===== config.mk =====
export PLATFORM = sky130hd
export DESIGN_NAME = esc_cmd_port
export DESIGN_NICKNAME = d
export VERILOG_FILES = /design/src/hw/esc_pkg.sv /design/src/hw/esc_cmd_port.sv /design/src/hw/esc_sync.sv
export SDC_FILE = /design/constraint.sdc
export NUM_CORES = 1
export LEC_CHECK = 0
export ABC_AREA = 1
export CAP_MARGIN = 15
export CELL_PAD_IN_SITES_DETAIL_PLACEMENT = 1
export CELL_PAD_IN_SITES_GLOBAL_PLACEMENT = 1
export CORE_MARGIN = 5
export CORE_UTILIZATION = 40
export CTS_CLUSTER_SIZE = 25
export DETAILED_ROUTE_END_ITERATION = 7
export DONT_BUFFER_PORTS = 1
export GPL_TIMING_DRIVEN = 0
export PLACE_DENSITY = 0.76
export SKIP_CTS_REPAIR_TIMING = 1
export SYNTH_ARGS = -nofsm -noshare
export SYNTH_HDL_FRONTEND = slang
export SYNTH_SLANG_ARGS = --single-unit

===== constraint.sdc =====
create_clock -name I_CLK -period 2.5 [get_ports I_CLK]
set_clock_uncertainty 0.05 [all_clocks]
set_input_delay 0 -clock I_CLK [delete_from_list [all_inputs] [get_ports I_CLK]]
set_output_delay 0 -clock I_CLK [all_outputs]
set_load 0.005 [all_outputs]

===== src/hw/esc_pkg.sv =====
// Constants and types for the drive-side serial command port
package esc_pkg;

	// Clock and timing
	localparam int CLK_PERIOD_NS  = 4;        // 250 MHz core clock
	localparam int T_ACK_NS       = 2000;     // Typical ack answer time
	localparam int T_ATTN_LEAD_NS = 100;      // Attention before complete
	localparam int T_RECAL_MS     = 100;      // Longest recalibrate time
	localparam int ACK_CYC        = T_ACK_NS / CLK_PERIOD_NS;
	localparam int LEAD_CYC       =
		(T_ATTN_LEAD_NS + CLK_PERIOD_NS - 1) / CLK_PERIOD_NS;
	localparam int RECAL_CYC_DEF  = T_RECAL_MS * 1000000 / CLK_PERIOD_NS;
	localparam int CNT_W          = 27;       // Shared counter width

	// Serial word layout
	localparam int WORD_BITS = 17;            // 16 data bits plus parity
	localparam int BITS_W    = 5;
	localparam int OP_HI     = 15;
	localparam int OP_LO     = 12;
	localparam int MOD_HI    = 11;
	localparam int MOD_LO    = 8;
	localparam int PAR_HI    = 11;

	// Drive ID
	localparam logic [2:0] ID_NONE = 3'h0;    // Never selects a drive

	// Opcodes
	localparam logic [3:0] OP_SEEK    = 4'h0;
	localparam logic [3:0] OP_RECAL   = 4'h1;
	localparam logic [3:0] OP_STATUS  = 4'h2;
	localparam logic [3:0] OP_CONFIG  = 4'h3;
	localparam logic [3:0] OP_HEADGRP = 4'h4;
	localparam logic [3:0] OP_CONTROL = 4'h5;
	localparam logic [3:0] OP_STROBE  = 4'h6;
	localparam logic [3:0] OP_TRACK   = 4'h7;
	localparam logic [3:0] OP_DIAG    = 4'h8;
	localparam logic [3:0] OP_BPS     = 4'h9;
	localparam logic [3:0] OP_SETCFG  = 4'hE;

	// Modifiers
	localparam logic [3:0] MOD_GENERAL   = 4'h0;  // General config / std
	localparam logic [3:0] MOD_RST_ATTN  = 4'h0;  // Reset attention
	localparam logic [3:0] MOD_START_MTR = 4'h3;  // Start spindle
	localparam logic [3:0] MOD_CFG_BADLO = 4'hA;  // Invalid config codes
	localparam logic [3:0] MOD_CFG_BADHI = 4'hE;
	localparam logic [11:0] BPS_MIN      = 12'h052; // Least bytes/sector

	// Standard status flag positions owned by this block
	localparam int STS_PARITY  = 0;
	localparam int STS_INVALID = 1;

	// Information source kinds
	localparam logic INFO_STATUS = 1'b0;
	localparam logic INFO_CONFIG = 1'b1;

	// Command state, Gray from IDLE to LEAD via WAIT or TX
	typedef enum logic [2:0] {
		ST_IDLE = 3'h0,
		ST_RX   = 3'h1,
		ST_EXEC = 3'h3,
		ST_TX   = 3'h7,
		ST_WAIT = 3'h2,
		ST_LEAD = 3'h6
	} esc_state_t;

endpackage : esc_pkg


===== src/hw/esc_cmd_port.sv =====
// Drive-side serial command, select and data path control
// Operation
// Opcode bits 15-12, modifier bits 11-8
// Parameter bits 11-0; seek cylinder
// Config modifier 0000 returns general word
// Status response carries sixteen status bits
// Media data bypasses command handshake lines
// Address mark search while both gates low
// Reference clock becomes read clock on gate
// Host tracks index/sector, raises read gate
// Host writes with gate and write clock
// Respond only when select equals ID
// Host waits one second before selecting
// Selected and ready valid within 1 us
// Host holds select 1 us after write
// Head settled 5 us before write
// Write gate low 1 us before head
// Read data valid after head change
// Ack toggles for each request edge
// Implement listed opcodes; others are invalid
// Unimplemented commands handled as invalid, not run
// Host starts words only with complete high
// Seek complete raises command complete
// Recalibrate finishes within 100 ms
// Sixteen data bits plus parity, interlocked
// Attention 100 ns before complete on error
// Synchronise all asynchronous host inputs first
// Odd parity; mismatch is parity error
`timescale 1ns/1ns
module esc_cmd_port
	import esc_pkg::*;
#(
	parameter int RECAL_CYC = RECAL_CYC_DEF  // Recalibrate time limit
) (
	// Clock and reset
	input  wire logic        I_CLK,
	input  wire logic        I_RESET_N,
	// Host select and head lines
	input  wire logic [2:0]  I_SEL,
	input  wire logic [3:0]  I_HEAD,
	input  wire logic [2:0]  I_DRIVE_ID,
	// Host command handshake
	input  wire logic        I_XFER_REQ,
	input  wire logic        I_CMD_DATA,
	// Host gates and write data
	input  wire logic        I_READ_GATE,
	input  wire logic        I_WRITE_GATE,
	input  wire logic        I_AM_ENABLE,
	input  wire logic        I_WRITE_CLK,
	input  wire logic        I_WRITE_DATA,
	// Read channel
	input  wire logic        I_READ_CLK,
	input  wire logic        I_READ_DATA,
	input  wire logic        I_REF_CLK,
	input  wire logic        I_AM_DETECT,
	// Drive mechanics and information
	input  wire logic        I_READY,
	input  wire logic        I_MOTOR_OPT,
	input  wire logic        I_FAULT,
	input  wire logic        I_SEEK_DONE,
	input  wire logic [15:0] I_INFO_WORD,
	// Host status outputs
	output logic             O_DRIVE_SELECTED,
	output logic             O_READY,
	output logic             O_CMD_COMPLETE,
	output logic             O_ATTENTION,
	output logic             O_XFER_ACK,
	output logic             O_CFG_STATUS,
	output logic             O_AM_FOUND,
	// Host data outputs
	output logic             O_READ_DATA,
	output logic             O_REF_CLK_OUT,
	// Media side
	output logic [3:0]       O_HEAD,
	output logic             O_MEDIA_WR_CLK,
	output logic             O_MEDIA_WR_DATA,
	// Mechanics requests
	output logic             O_SEEK_START,
	output logic [11:0]      O_SEEK_CYL,
	output logic             O_RECAL_START,
	output logic             O_MOTOR_START,
	output logic             O_CMD_STROBE,
	output logic [15:0]      O_CMD_WORD,
	output logic             O_INFO_KIND,
	output logic [3:0]       O_INFO_SEL
);

	// Whole state of the block
	typedef struct packed {
		esc_state_t         st;        // Command state
		logic               req_prev;  // Last request level
		logic               pend;      // Ack answer pending
		logic               ack;       // Ack level
		logic [CNT_W-1:0]   cnt;       // Shared delay counter
		logic [BITS_W-1:0]  bits;      // Bits moved this word
		logic [16:0]        shreg;     // Word plus parity
		logic               ld;        // Load reply next cycle
		logic               recal;     // Waiting on recalibrate
		logic               att;       // Attention level
		logic               f_par;     // Parity error flag
		logic               f_inv;     // Invalid command flag
		logic               cc;        // Command complete
		logic               sel;       // Selected
		logic               rdy;       // Ready seen by host
		logic               dout;      // Serial reply bit
		logic               amf;       // Address mark found
		logic               rdata;     // Read data out
		logic               refo;      // Reference clock out
		logic [3:0]         head;      // Head to media
		logic               wclk;      // Write clock to media
		logic               wdat;      // Write data to media
		logic               seek_go;   // Seek pulse
		logic [11:0]        cyl;       // Seek target
		logic               recal_go;  // Recalibrate pulse
		logic               motor_go;  // Motor start pulse
		logic               stb;       // Other command pulse
		logic [15:0]        cmd;       // Last accepted word
		logic               kind;      // Information kind
		logic [3:0]         isel;      // Information selector
	} esc_state_reg_t;

	esc_state_reg_t q;
	esc_state_reg_t d;

	// Synchronised pins
	logic [2:0] s_sel;
	logic [2:0] s_id;
	logic [3:0] s_head;
	logic       s_req, s_cdat, s_rg, s_wg, s_amen;
	logic       s_wclk, s_wdat, s_rclk, s_rdat, s_refc, s_amdet;

	// All asynchronous inputs through two flops
	esc_sync #(
		.WIDTH (21)
	) u_sync (
		.i_clk     (I_CLK),
		.i_reset_n (I_RESET_N),
		.i_async   ({I_SEL, I_DRIVE_ID, I_HEAD, I_XFER_REQ, I_CMD_DATA,
			I_READ_GATE, I_WRITE_GATE, I_AM_ENABLE, I_WRITE_CLK,
			I_WRITE_DATA, I_READ_CLK, I_READ_DATA, I_REF_CLK,
			I_AM_DETECT}),
		.o_sync    ({s_sel, s_id, s_head, s_req, s_cdat, s_rg, s_wg,
			s_amen, s_wclk, s_wdat, s_rclk, s_rdat, s_refc, s_amdet})
	);

	// Command validity from opcode, modifier and drive state
	function automatic logic cmd_valid(input logic [15:0] w,
		input logic rdy, input logic mopt);
		logic [3:0] op;
		logic [3:0] md;
		logic       ok;
		op = w[OP_HI:OP_LO];
		md = w[MOD_HI:MOD_LO];
		ok = 1'b0;
		unique case (op)
			OP_SEEK, OP_RECAL, OP_STROBE, OP_TRACK, OP_DIAG,
			OP_SETCFG: ok = rdy;
			OP_BPS:    ok = rdy && (w[PAR_HI:0] >= BPS_MIN);
			OP_STATUS: ok = 1'b1;
			OP_CONFIG: ok = (md < MOD_CFG_BADLO) ||
				(md > MOD_CFG_BADHI);
			OP_CONTROL: ok = (md == MOD_RST_ATTN) ||
				((md == MOD_START_MTR) && mopt);
			default:   ok = 1'b0;
		endcase
		return ok;
	endfunction : cmd_valid

	// Next-state logic
	always_comb begin
		logic        match;
		logic        edge_seen;
		logic [15:0] rw;
		match     = 1'b0;
		edge_seen = 1'b0;
		rw        = '0;
		d         = q;
		// One-cycle pulses fall back
		d.seek_go  = 1'b0;
		d.recal_go = 1'b0;
		d.motor_go = 1'b0;
		d.stb      = 1'b0;
		// Select decode, zero never matches
		match = (s_sel == s_id) && (s_id != ID_NONE);
		d.sel = match;
		d.rdy = match && I_READY;
		d.head = s_head;
		// Read path gated by select and read gate
		d.rdata = match && s_rg && s_rdat;
		d.refo  = (match && s_rg) ? s_rclk : s_refc;
		// Write path on its own lines
		d.wclk = match && s_wg && s_wclk;
		d.wdat = match && s_wg && s_wdat;
		// Address mark search only with both gates low
		if (!s_amen) begin
			d.amf = 1'b0;
		end else if (match && !s_rg && !s_wg && s_amdet) begin
			d.amf = 1'b1;
		end
		// Request edge, taken only while words may move
		edge_seen  = (s_req != q.req_prev);
		d.req_prev = s_req;
		if (edge_seen && !q.pend && !q.ld &&
			((q.st == ST_RX) || (q.st == ST_TX) ||
			((q.st == ST_IDLE) && match))) begin
			d.pend = 1'b1;
			d.cnt  = '0;
			if (s_req) begin
				d.bits = q.bits + 1'b1;
				if (q.st == ST_TX) begin
					d.dout  = q.shreg[WORD_BITS-1];
					d.shreg = {q.shreg[WORD_BITS-2:0], 1'b0};
				end else begin
					d.shreg = {q.shreg[WORD_BITS-2:0], s_cdat};
					d.st    = ST_RX;
				end
			end
		end
		// Ack follows request after the answer delay
		if (q.pend) begin
			if (q.cnt == CNT_W'(ACK_CYC - 1)) begin
				d.pend = 1'b0;
				d.ack  = q.req_prev;
			end else begin
				d.cnt = q.cnt + 1'b1;
			end
		end
		// Command sequencing
		unique case (q.st)
			ST_IDLE: begin
				d.bits = (d.st == ST_IDLE) ? '0 : d.bits; // Keep first bit
			end
			ST_RX: begin
				// Word ends when the last ack has fallen
				if (!q.pend && !q.ack &&
					(q.bits == BITS_W'(WORD_BITS))) begin
					d.st = ST_EXEC;
				end
			end
			ST_EXEC: begin
				d.bits = '0;
				d.cnt  = '0;
				d.st   = ST_LEAD;
				rw     = q.shreg[WORD_BITS-1:1];
				if (!(^q.shreg)) begin
					// Even total is a parity error
					d.f_par = 1'b1;
					d.att   = 1'b1;
				end else if (!cmd_valid(rw, I_READY, I_MOTOR_OPT)) begin
					d.f_inv = 1'b1;
					d.att   = 1'b1;
				end else begin
					d.cmd = rw;
					unique case (rw[OP_HI:OP_LO])
						OP_SEEK: begin
							d.seek_go = 1'b1;
							d.cyl     = rw[PAR_HI:0];
							d.recal   = 1'b0;
							d.st      = ST_WAIT;
						end
						OP_RECAL: begin
							d.recal_go = 1'b1;
							d.recal    = 1'b1;
							d.st       = ST_WAIT;
						end
						OP_STATUS, OP_CONFIG: begin
							d.kind = (rw[OP_HI:OP_LO] == OP_CONFIG) ?
								INFO_CONFIG : INFO_STATUS;
							d.isel = rw[MOD_HI:MOD_LO];
							d.ld   = 1'b1;
							d.st   = ST_TX;
						end
						OP_CONTROL: begin
							if (rw[MOD_HI:MOD_LO] == MOD_RST_ATTN) begin
								d.att   = 1'b0;
								d.f_par = 1'b0;
								d.f_inv = 1'b0;
							end else begin
								d.motor_go = 1'b1;
							end
						end
						OP_DIAG: begin
							d.att = I_FAULT;
						end
						default: begin
							d.stb = 1'b1;
						end
					endcase
				end
			end
			ST_TX: begin
				if (q.ld) begin
					// Reply word with own flags in standard status
					rw = I_INFO_WORD;
					if ((q.kind == INFO_STATUS) &&
						(q.isel == MOD_GENERAL)) begin
						rw[STS_PARITY]  = rw[STS_PARITY] | q.f_par;
						rw[STS_INVALID] = rw[STS_INVALID] | q.f_inv;
					end
					d.shreg = {rw, ~(^rw)};
					d.ld    = 1'b0;
				end else if (!q.pend && !q.ack &&
					(q.bits == BITS_W'(WORD_BITS))) begin
					d.cnt = '0;
					d.st  = ST_LEAD;
				end
			end
			ST_WAIT: begin
				d.cnt = q.cnt + 1'b1;
				if (I_SEEK_DONE) begin
					d.cnt = '0;
					d.st  = ST_LEAD;
				end else if (q.recal &&
					(q.cnt == CNT_W'(RECAL_CYC - 1))) begin
					// Recalibrate overran its limit
					d.att = 1'b1;
					d.cnt = '0;
					d.st  = ST_LEAD;
				end
			end
			ST_LEAD: begin
				// Attention settles before complete rises
				if (q.cnt == CNT_W'(LEAD_CYC - 1)) begin
					d.cnt  = '0;
					d.bits = '0;
					d.st   = ST_IDLE;
				end else begin
					d.cnt = q.cnt + 1'b1;
				end
			end
		endcase
		d.cc = (d.st == ST_IDLE);
	end

	// State register
	always_ff @(posedge I_CLK or negedge I_RESET_N) begin
		if (!I_RESET_N) begin
			q    <= '0;
			q.st <= ST_IDLE;
		end else begin
			q <= d;
		end
	end

	// Complete and attention only speak while selected
	assign O_DRIVE_SELECTED = q.sel;
	assign O_READY          = q.rdy;
	assign O_CMD_COMPLETE   = q.cc && q.sel;
	assign O_ATTENTION      = q.att && q.sel;
	assign O_XFER_ACK       = q.ack;
	assign O_CFG_STATUS     = q.dout;
	assign O_AM_FOUND       = q.amf;
	assign O_READ_DATA      = q.rdata;
	assign O_REF_CLK_OUT    = q.refo;
	assign O_HEAD           = q.head;
	assign O_MEDIA_WR_CLK   = q.wclk;
	assign O_MEDIA_WR_DATA  = q.wdat;
	assign O_SEEK_START     = q.seek_go;
	assign O_SEEK_CYL       = q.cyl;
	assign O_RECAL_START    = q.recal_go;
	assign O_MOTOR_START    = q.motor_go;
	assign O_CMD_STROBE     = q.stb;
	assign O_CMD_WORD       = q.cmd;
	assign O_INFO_KIND      = q.kind;
	assign O_INFO_SEL       = q.isel;

endmodule : esc_cmd_port


===== src/hw/esc_sync.sv =====
// Two-flop synchroniser for inputs from outside the clock domain
`timescale 1ns/1ns
module esc_sync #(
	parameter int WIDTH = 1
) (
	// Clock and reset
	input  wire logic             i_clk,
	input  wire logic             i_reset_n,
	// Asynchronous in, synchronised out
	input  wire logic [WIDTH-1:0] i_async,
	output logic      [WIDTH-1:0] o_sync
);

	// Both stages held together
	typedef struct packed {
		logic [WIDTH-1:0] s1;   // First stage, read only by s2
		logic [WIDTH-1:0] s2;   // Second stage, safe to use
	} esc_sync_t;

	esc_sync_t q;
	esc_sync_t d;

	// Shift chain
	always_comb begin
		d    = q;
		d.s1 = i_async;
		d.s2 = q.s1;
	end

	// Stage registers
	always_ff @(posedge i_clk or negedge i_reset_n) begin
		if (!i_reset_n) begin
			q <= '0;
		end else begin
			q <= d;
		end
	end

	assign o_sync = q.s2;

endmodule : esc_sync


### Word-level counts from Yosys, hierarchy flattened

Index checks and enable logic that the tools add are counted.

| cells by class | value |
|---|---|
| multipliers | 0 |
| $lt $le $gt $ge | 3 |
| mux-type cells | 65 |
| add/sub/neg operators | 2 |
| reductions and logical operators | 57 |
| bitwise gates (word level) | 4 |
| shift-type cells | 0 |
| eq/ne operators | 34 |
| div/mod/pow operators | 0 |

Operator list:

| operator | number |
|---|---|
| 27-bit 2-to-1 mux | 6 |
| 37-bit 2-to-1 mux | 3 |
| 27-bit case mux with 4 select lines | 1 |
| 49-bit 2-to-1 mux | 1 |
| 3-bit 2-to-1 mux | 12 |
| 29-bit 2-to-1 mux | 1 |
| 27-bit by 1-bit adder with 27-bit output (second input constant) | 1 |
| 27-bit by 25-bit == test with 1-bit output (second input constant) | 1 |
| 27-bit by 5-bit == test with 1-bit output (second input constant) | 1 |
| 27-bit by 9-bit == test with 1-bit output (second input constant) | 1 |
| 4-bit AND reduction | 6 |
| 1-bit logical AND | 22 |
| 22-bit 2-to-1 mux | 1 |
| 1-bit 2-to-1 mux | 18 |
| 18-bit 2-to-1 mux | 1 |
| 17-bit 2-to-1 mux | 1 |
| 17-bit parity | 1 |
| 2-bit 2-to-1 mux | 8 |
| 16-bit parity | 1 |
| 5-bit 2-to-1 mux | 3 |
| 3-bit case mux with 5 select lines | 1 |
| 5-bit case mux with 3 select lines | 1 |
| 13-bit 2-to-1 mux | 1 |
| 4-bit by 2-bit == test with 1-bit output (second input constant) | 3 |
| other kinds (33) | 69 |

| word-level totals | value |
|---|---|
| memory bits (writable) | 0 |
| output and inout port bits | 52 |
| bits in read-only memories | 0 |
| bits in latches | 0 |
| memories kept | 0 |
| register bits after elaboration | 152 |
| input port bits | 43 |

### Depth between registers and ports, before layout

| depth | value |
|---|---|
| depth after elaboration | 11 |
| depth in mapped cells | 18 |
| gate-level depth less buffers | 17 |

### Modules after synthesis

From an unflattened synthesis, not the netlist that was laid out.

| unflattened totals | value |
|---|---|
| cells, all modules | 941 |
| area total of the unflattened synthesis | 7781.2 µm² |

By module, submodules not included:

| module | cells each | area an instance (µm²) | times used |
|---|---|---|---|
| esc_cmd_port | 899 | 6730.2 | 1 |
| esc_sync | 42 | 1051.0 | 1 |

### Least setup slack after synthesis

Ideal clock, no wire load.

| path | value |
|---|---|
| path kind | reg-to-reg |
| from | register q[65] in the netlist's numbering |
| to | register q (netlist bit O_CMD_WORD[9]) |
| stages on the path, launching flop included | 15 |
| data required time | 2.328 ns |
| setup time | 0.122 ns |
| setup slack | 0.487 ns |
| path buffers | 1 |
| arrival | 1.841 ns |
| period minus slack after synthesis | 2.013 ns |
| cells stage by stage | dfrtp_1 ha_1 xnor2_1 inv_1 nand2_1 nand2_1 nand2_1 nand2_1 nand3_1 nand3_2 nor2_4 inv_2 clkbuf_8 nand2_1 o21ai_2 |

| between the ends | value |
|---|---|
| cells in the longest elaborated chain, start to end | 7 |
| elaborated cells on any way between the ends | 14 |
| classes of those cells | order compare: 3; eq/ne: 1; mux: 3; reduce/logical: 7 |

RTL lines:

| item | RTL line | text |
|---|---|---|
| from (decl) | esc_cmd_port.sv:122 | `esc_state_reg_t q;` |
| branches (longest 7 deep; another with 12-bit by 7-bit >= comparator with 1-bit output) | -- |  |

Several ways; the timed one is not identified. The select of a mux whose other input is x is not followed.
A chain may end at the register's enable or synchronous reset.

==> out/results.tsv <==
stage	metric	value	unit
status	status	finished, violations left	
status	violations	negative hold slack	
die	die_w	150.2	um
drt	wl	20400	um
layout	final_layout_size_suffix_gt1_share	18.32	%
worst_setup_path	crit_fanout	4	
worst_setup_path	cp.arrival	2.57	ns
power	pwr-share-comb	2.8	%
synthesis	synth_most_common_cell	nand2_1	
placed_design	dp_hpwl	14500	um
die	dieArea	22560	sq um
worst_setup_path	critPathKind	flop to flop	
power	intPower	3.994	mW
worst_setup_path	worstPathRequired	2.77	ns
cts	clkSlewWorstSetupHoldPaths	0.07	ns
synthesis	synth_top_cells_by_count	nand2_1, dfrtp_1, inv_1	
power	power_frac_seq	47.9	%
synthesis	yosysTopAreaCellShare	48.38	%
layout	nets	1023	
synthesis	syn_area_per_cell	8.612	sq um
timing	hold_viol_final	152	
synthesis	ys_seq_area_share	48.38	%
layout	areaGrowthSynthToFinish	17.20	%
cts	cts_sinks	152	
hold_path	hp-class	input pin to async pin	
die	pin_count	95	
timing	worstMarginPinSlew	0.5989	ns
synthesis	syn_inst	913	
cts	clk_path_buf_depth	2	
power	p_switching	1.263	mW
cts	h-tree-depth	4	
placed_design	place_congestion	0.8230	
die	row_count	51	
placed_design	place_inst	1178	
drt	route.detailed.drc	0	
synthesis	synth_cell_type_count	45	
die	start_util	40.53	%
synthesis	synthesis.nets	961	
drt	drtIter0Drc	224	
power	power_frac_clock	49.3	%
worst_setup_path	rr_endpoint	q[101]	
synthesis	synth_area_leaders	dfrtp_1, nand2_1, inv_1	
timing	timing.slew.headroom	59.77	%
worst_setup_path	endpoint_kind	flop	
global_routing	grt_pass1_vias	6369	
power	power_density	570.4	nW/um^2
timing	finalCriticalPeriod	2.305	ns
synthesis	synth_ff_type	dfrtp_1	
cts	clk_latency	0.44	ns
synthesis	yosysWarningCount	0	
cts	cts_made_buffers	17	
power	finalPower	5.257	mW
placed_design	numPortBuffers	0	
timing	fmax	433.8	MHz
die	core_area	19400	sq um
synthesis	synth_edf_count	0	
flow_run	drv_cap	0	
synthesis	ys_ff_latch	152	
die	die_h	150.2	um
drt	avgViaCountPerCell	4.902	
global_routing	grt_max_degree	153	
drt	via_count	6142	
global_routing	grt_usage	18.87	%
synthesis	syn_area	7863	sq um
worst_setup_path	r2r-start	q[78]	
power	ir_worst_vdd	0.4322	mV
power	p_leak	4.901	nW
drt	wire_per_inst	16.28	um
timing	period_share	92.22	%
layout	antenna_cells	0	
synthesis	synth_top_area_cell	dfrtp_1	
worst_setup_path	start_kind	flop	
worst_setup_path	r2r_cells	12	
global_routing	antenna_found_initial	0	
drt	ant_nets	0	
cts	cts_root_buf	clkbuf_16	
timing	whs	-0.7891	ns
global_routing	grt-ovfl-total	0	
cts	tritoncts	done	
power	netSwitchingFraction	24.02	%
timing	slew_violations	0	
synthesis	async_reset_ff_share	100.0	%
drt	drt_first_pass_iters	4	
timing	grt_setup_unrepaired	false	
worst_setup_path	r2r_setup_slack	0.19	ns
timing	setup_violations	0	
layout	final_cells	1253	
global_routing	grt_pass1_wl	33310	um
==> kinds of logic after synthesis <==
logic type,after synthesis,synth area share [%]
DFF,152,48.38
buffers and inverters,178,11.60
AOI/OAI and AO/OA,107,8.864
xor gates and xnor gates,42,4.679
muxes,2,0.2864
and+or+nand+nor,427,25.40
adders and majority gates,5,0.7957
==> final cells by class <==
| cell class | instances | area (sq um) |
|---|---|---|
| fill | 2305 | 10180 |
| tap | 265 | 331.6 |
| multi-input combinational | 583 | 3157 |
| inverter | 115 | 434.2 |
| clock inverter | 15 | 160.2 |
| clock buffer | 17 | 425.4 |
| timing repair buffer | 43 | 422.9 |
| sequential | 152 | 3806 |
| buffer | 63 | 478.0 |
==> through the flow <==
stage          area, sq um  hold WS, ns  setup WS [ns]  setup TNS, ns  utilization (%)
2_1_floorplan         7863      -0.3456         0.4873              0                -
3_3_place_gp          8194      -0.3370        0.07759              0            42.24
3_5_place_dp          8194      -0.3372        0.05850              0            42.24
4_1_cts               8780      -0.8095      -0.002587      -0.002587            45.26
5_1_grt               9215      -0.8112        0.01670              0            47.50
6_report              9215      -0.7891         0.1946              0            47.50
==> layer usage <==
layer / part of all wire [%] / routed length (um) / global-route usage [%]
met1: 44 / 9017 / 24.31
met2: 50 / 10130 / 31.54
met3: 4.8 / 987 / 4.997
met4: 1.3 / 258 / 5.124
met5: 0 / 0 / 0
==> worst max-delay path by stage <==
stage,cells past startpoint,from,end,slack [ns]
global route,14,q[65],O_CMD_WORD[6],0.02
finish,12,q[78],q[101],0.19
floorplan,14,q[65],O_CMD_WORD[9],0.49
detailed placement,11,q[77],q[97],0.06
CTS,11,q[77],q[97],-0.003
global placement,11,q[77],q[97],0.08
==> cells in the final DEF, fill, tap and decap left out, drive strengths merged, types with 2 or more instances in the layout <==
cell	n
dlygate4sd3	40
nand4	18
or2	10
nor4	7
nand2	230
inv	122
o21ai	84
o22ai	6
clkinvlp	4
a21o	2
o21a	3
nor2	58
ha	5
mux2	2
xor2	24
dfrtp	152
and3	2
buf	60
nand3	78
clkinv	3
a21oi	7
o21bai	3
nor3	22
xnor2	18
clkbuf	23
==> power by group through the flow <==
| stage | registers, mW | clock network (mW) | logic [mW] |
|---|---|---|---|
| 2_1_floorplan | 2.56 | 0 | 0.0773 |
| 3_3_place_gp | 2.56 | 0 | 0.0904 |
| 3_5_place_dp | 2.56 | 0 | 0.0940 |
| 4_1_cts | 2.52 | 2.64 | 0.0957 |
| 5_1_grt | 2.52 | 2.75 | 0.164 |
| 6_report | 2.52 | 2.59 | 0.150 |
==> critical path: stages, from the launching register on <==
cell     delay, ns
dfrtp_1       0.40
ha_2          0.26
nand3_2       0.16
nor2_4        0.16
nand3_2       0.12
nor2_4        0.14
nand3_2       0.11
nor2_2        0.16
nand2_1       0.09
xor2_1        0.19
nor2_1        0.08
o21ai_0       0.17
nand2_1       0.08
==> flip-flops by register name (all words and copies together) (netlist names), 4 cells and up <==
signal	cells
q	60
u_sync.d	21
u_sync.o_sync	21
O_CMD_WORD	16
O_SEEK_CYL	12
O_HEAD	4
O_INFO_SEL	4
No activity file was read; power rests on OpenSTA's default activity.
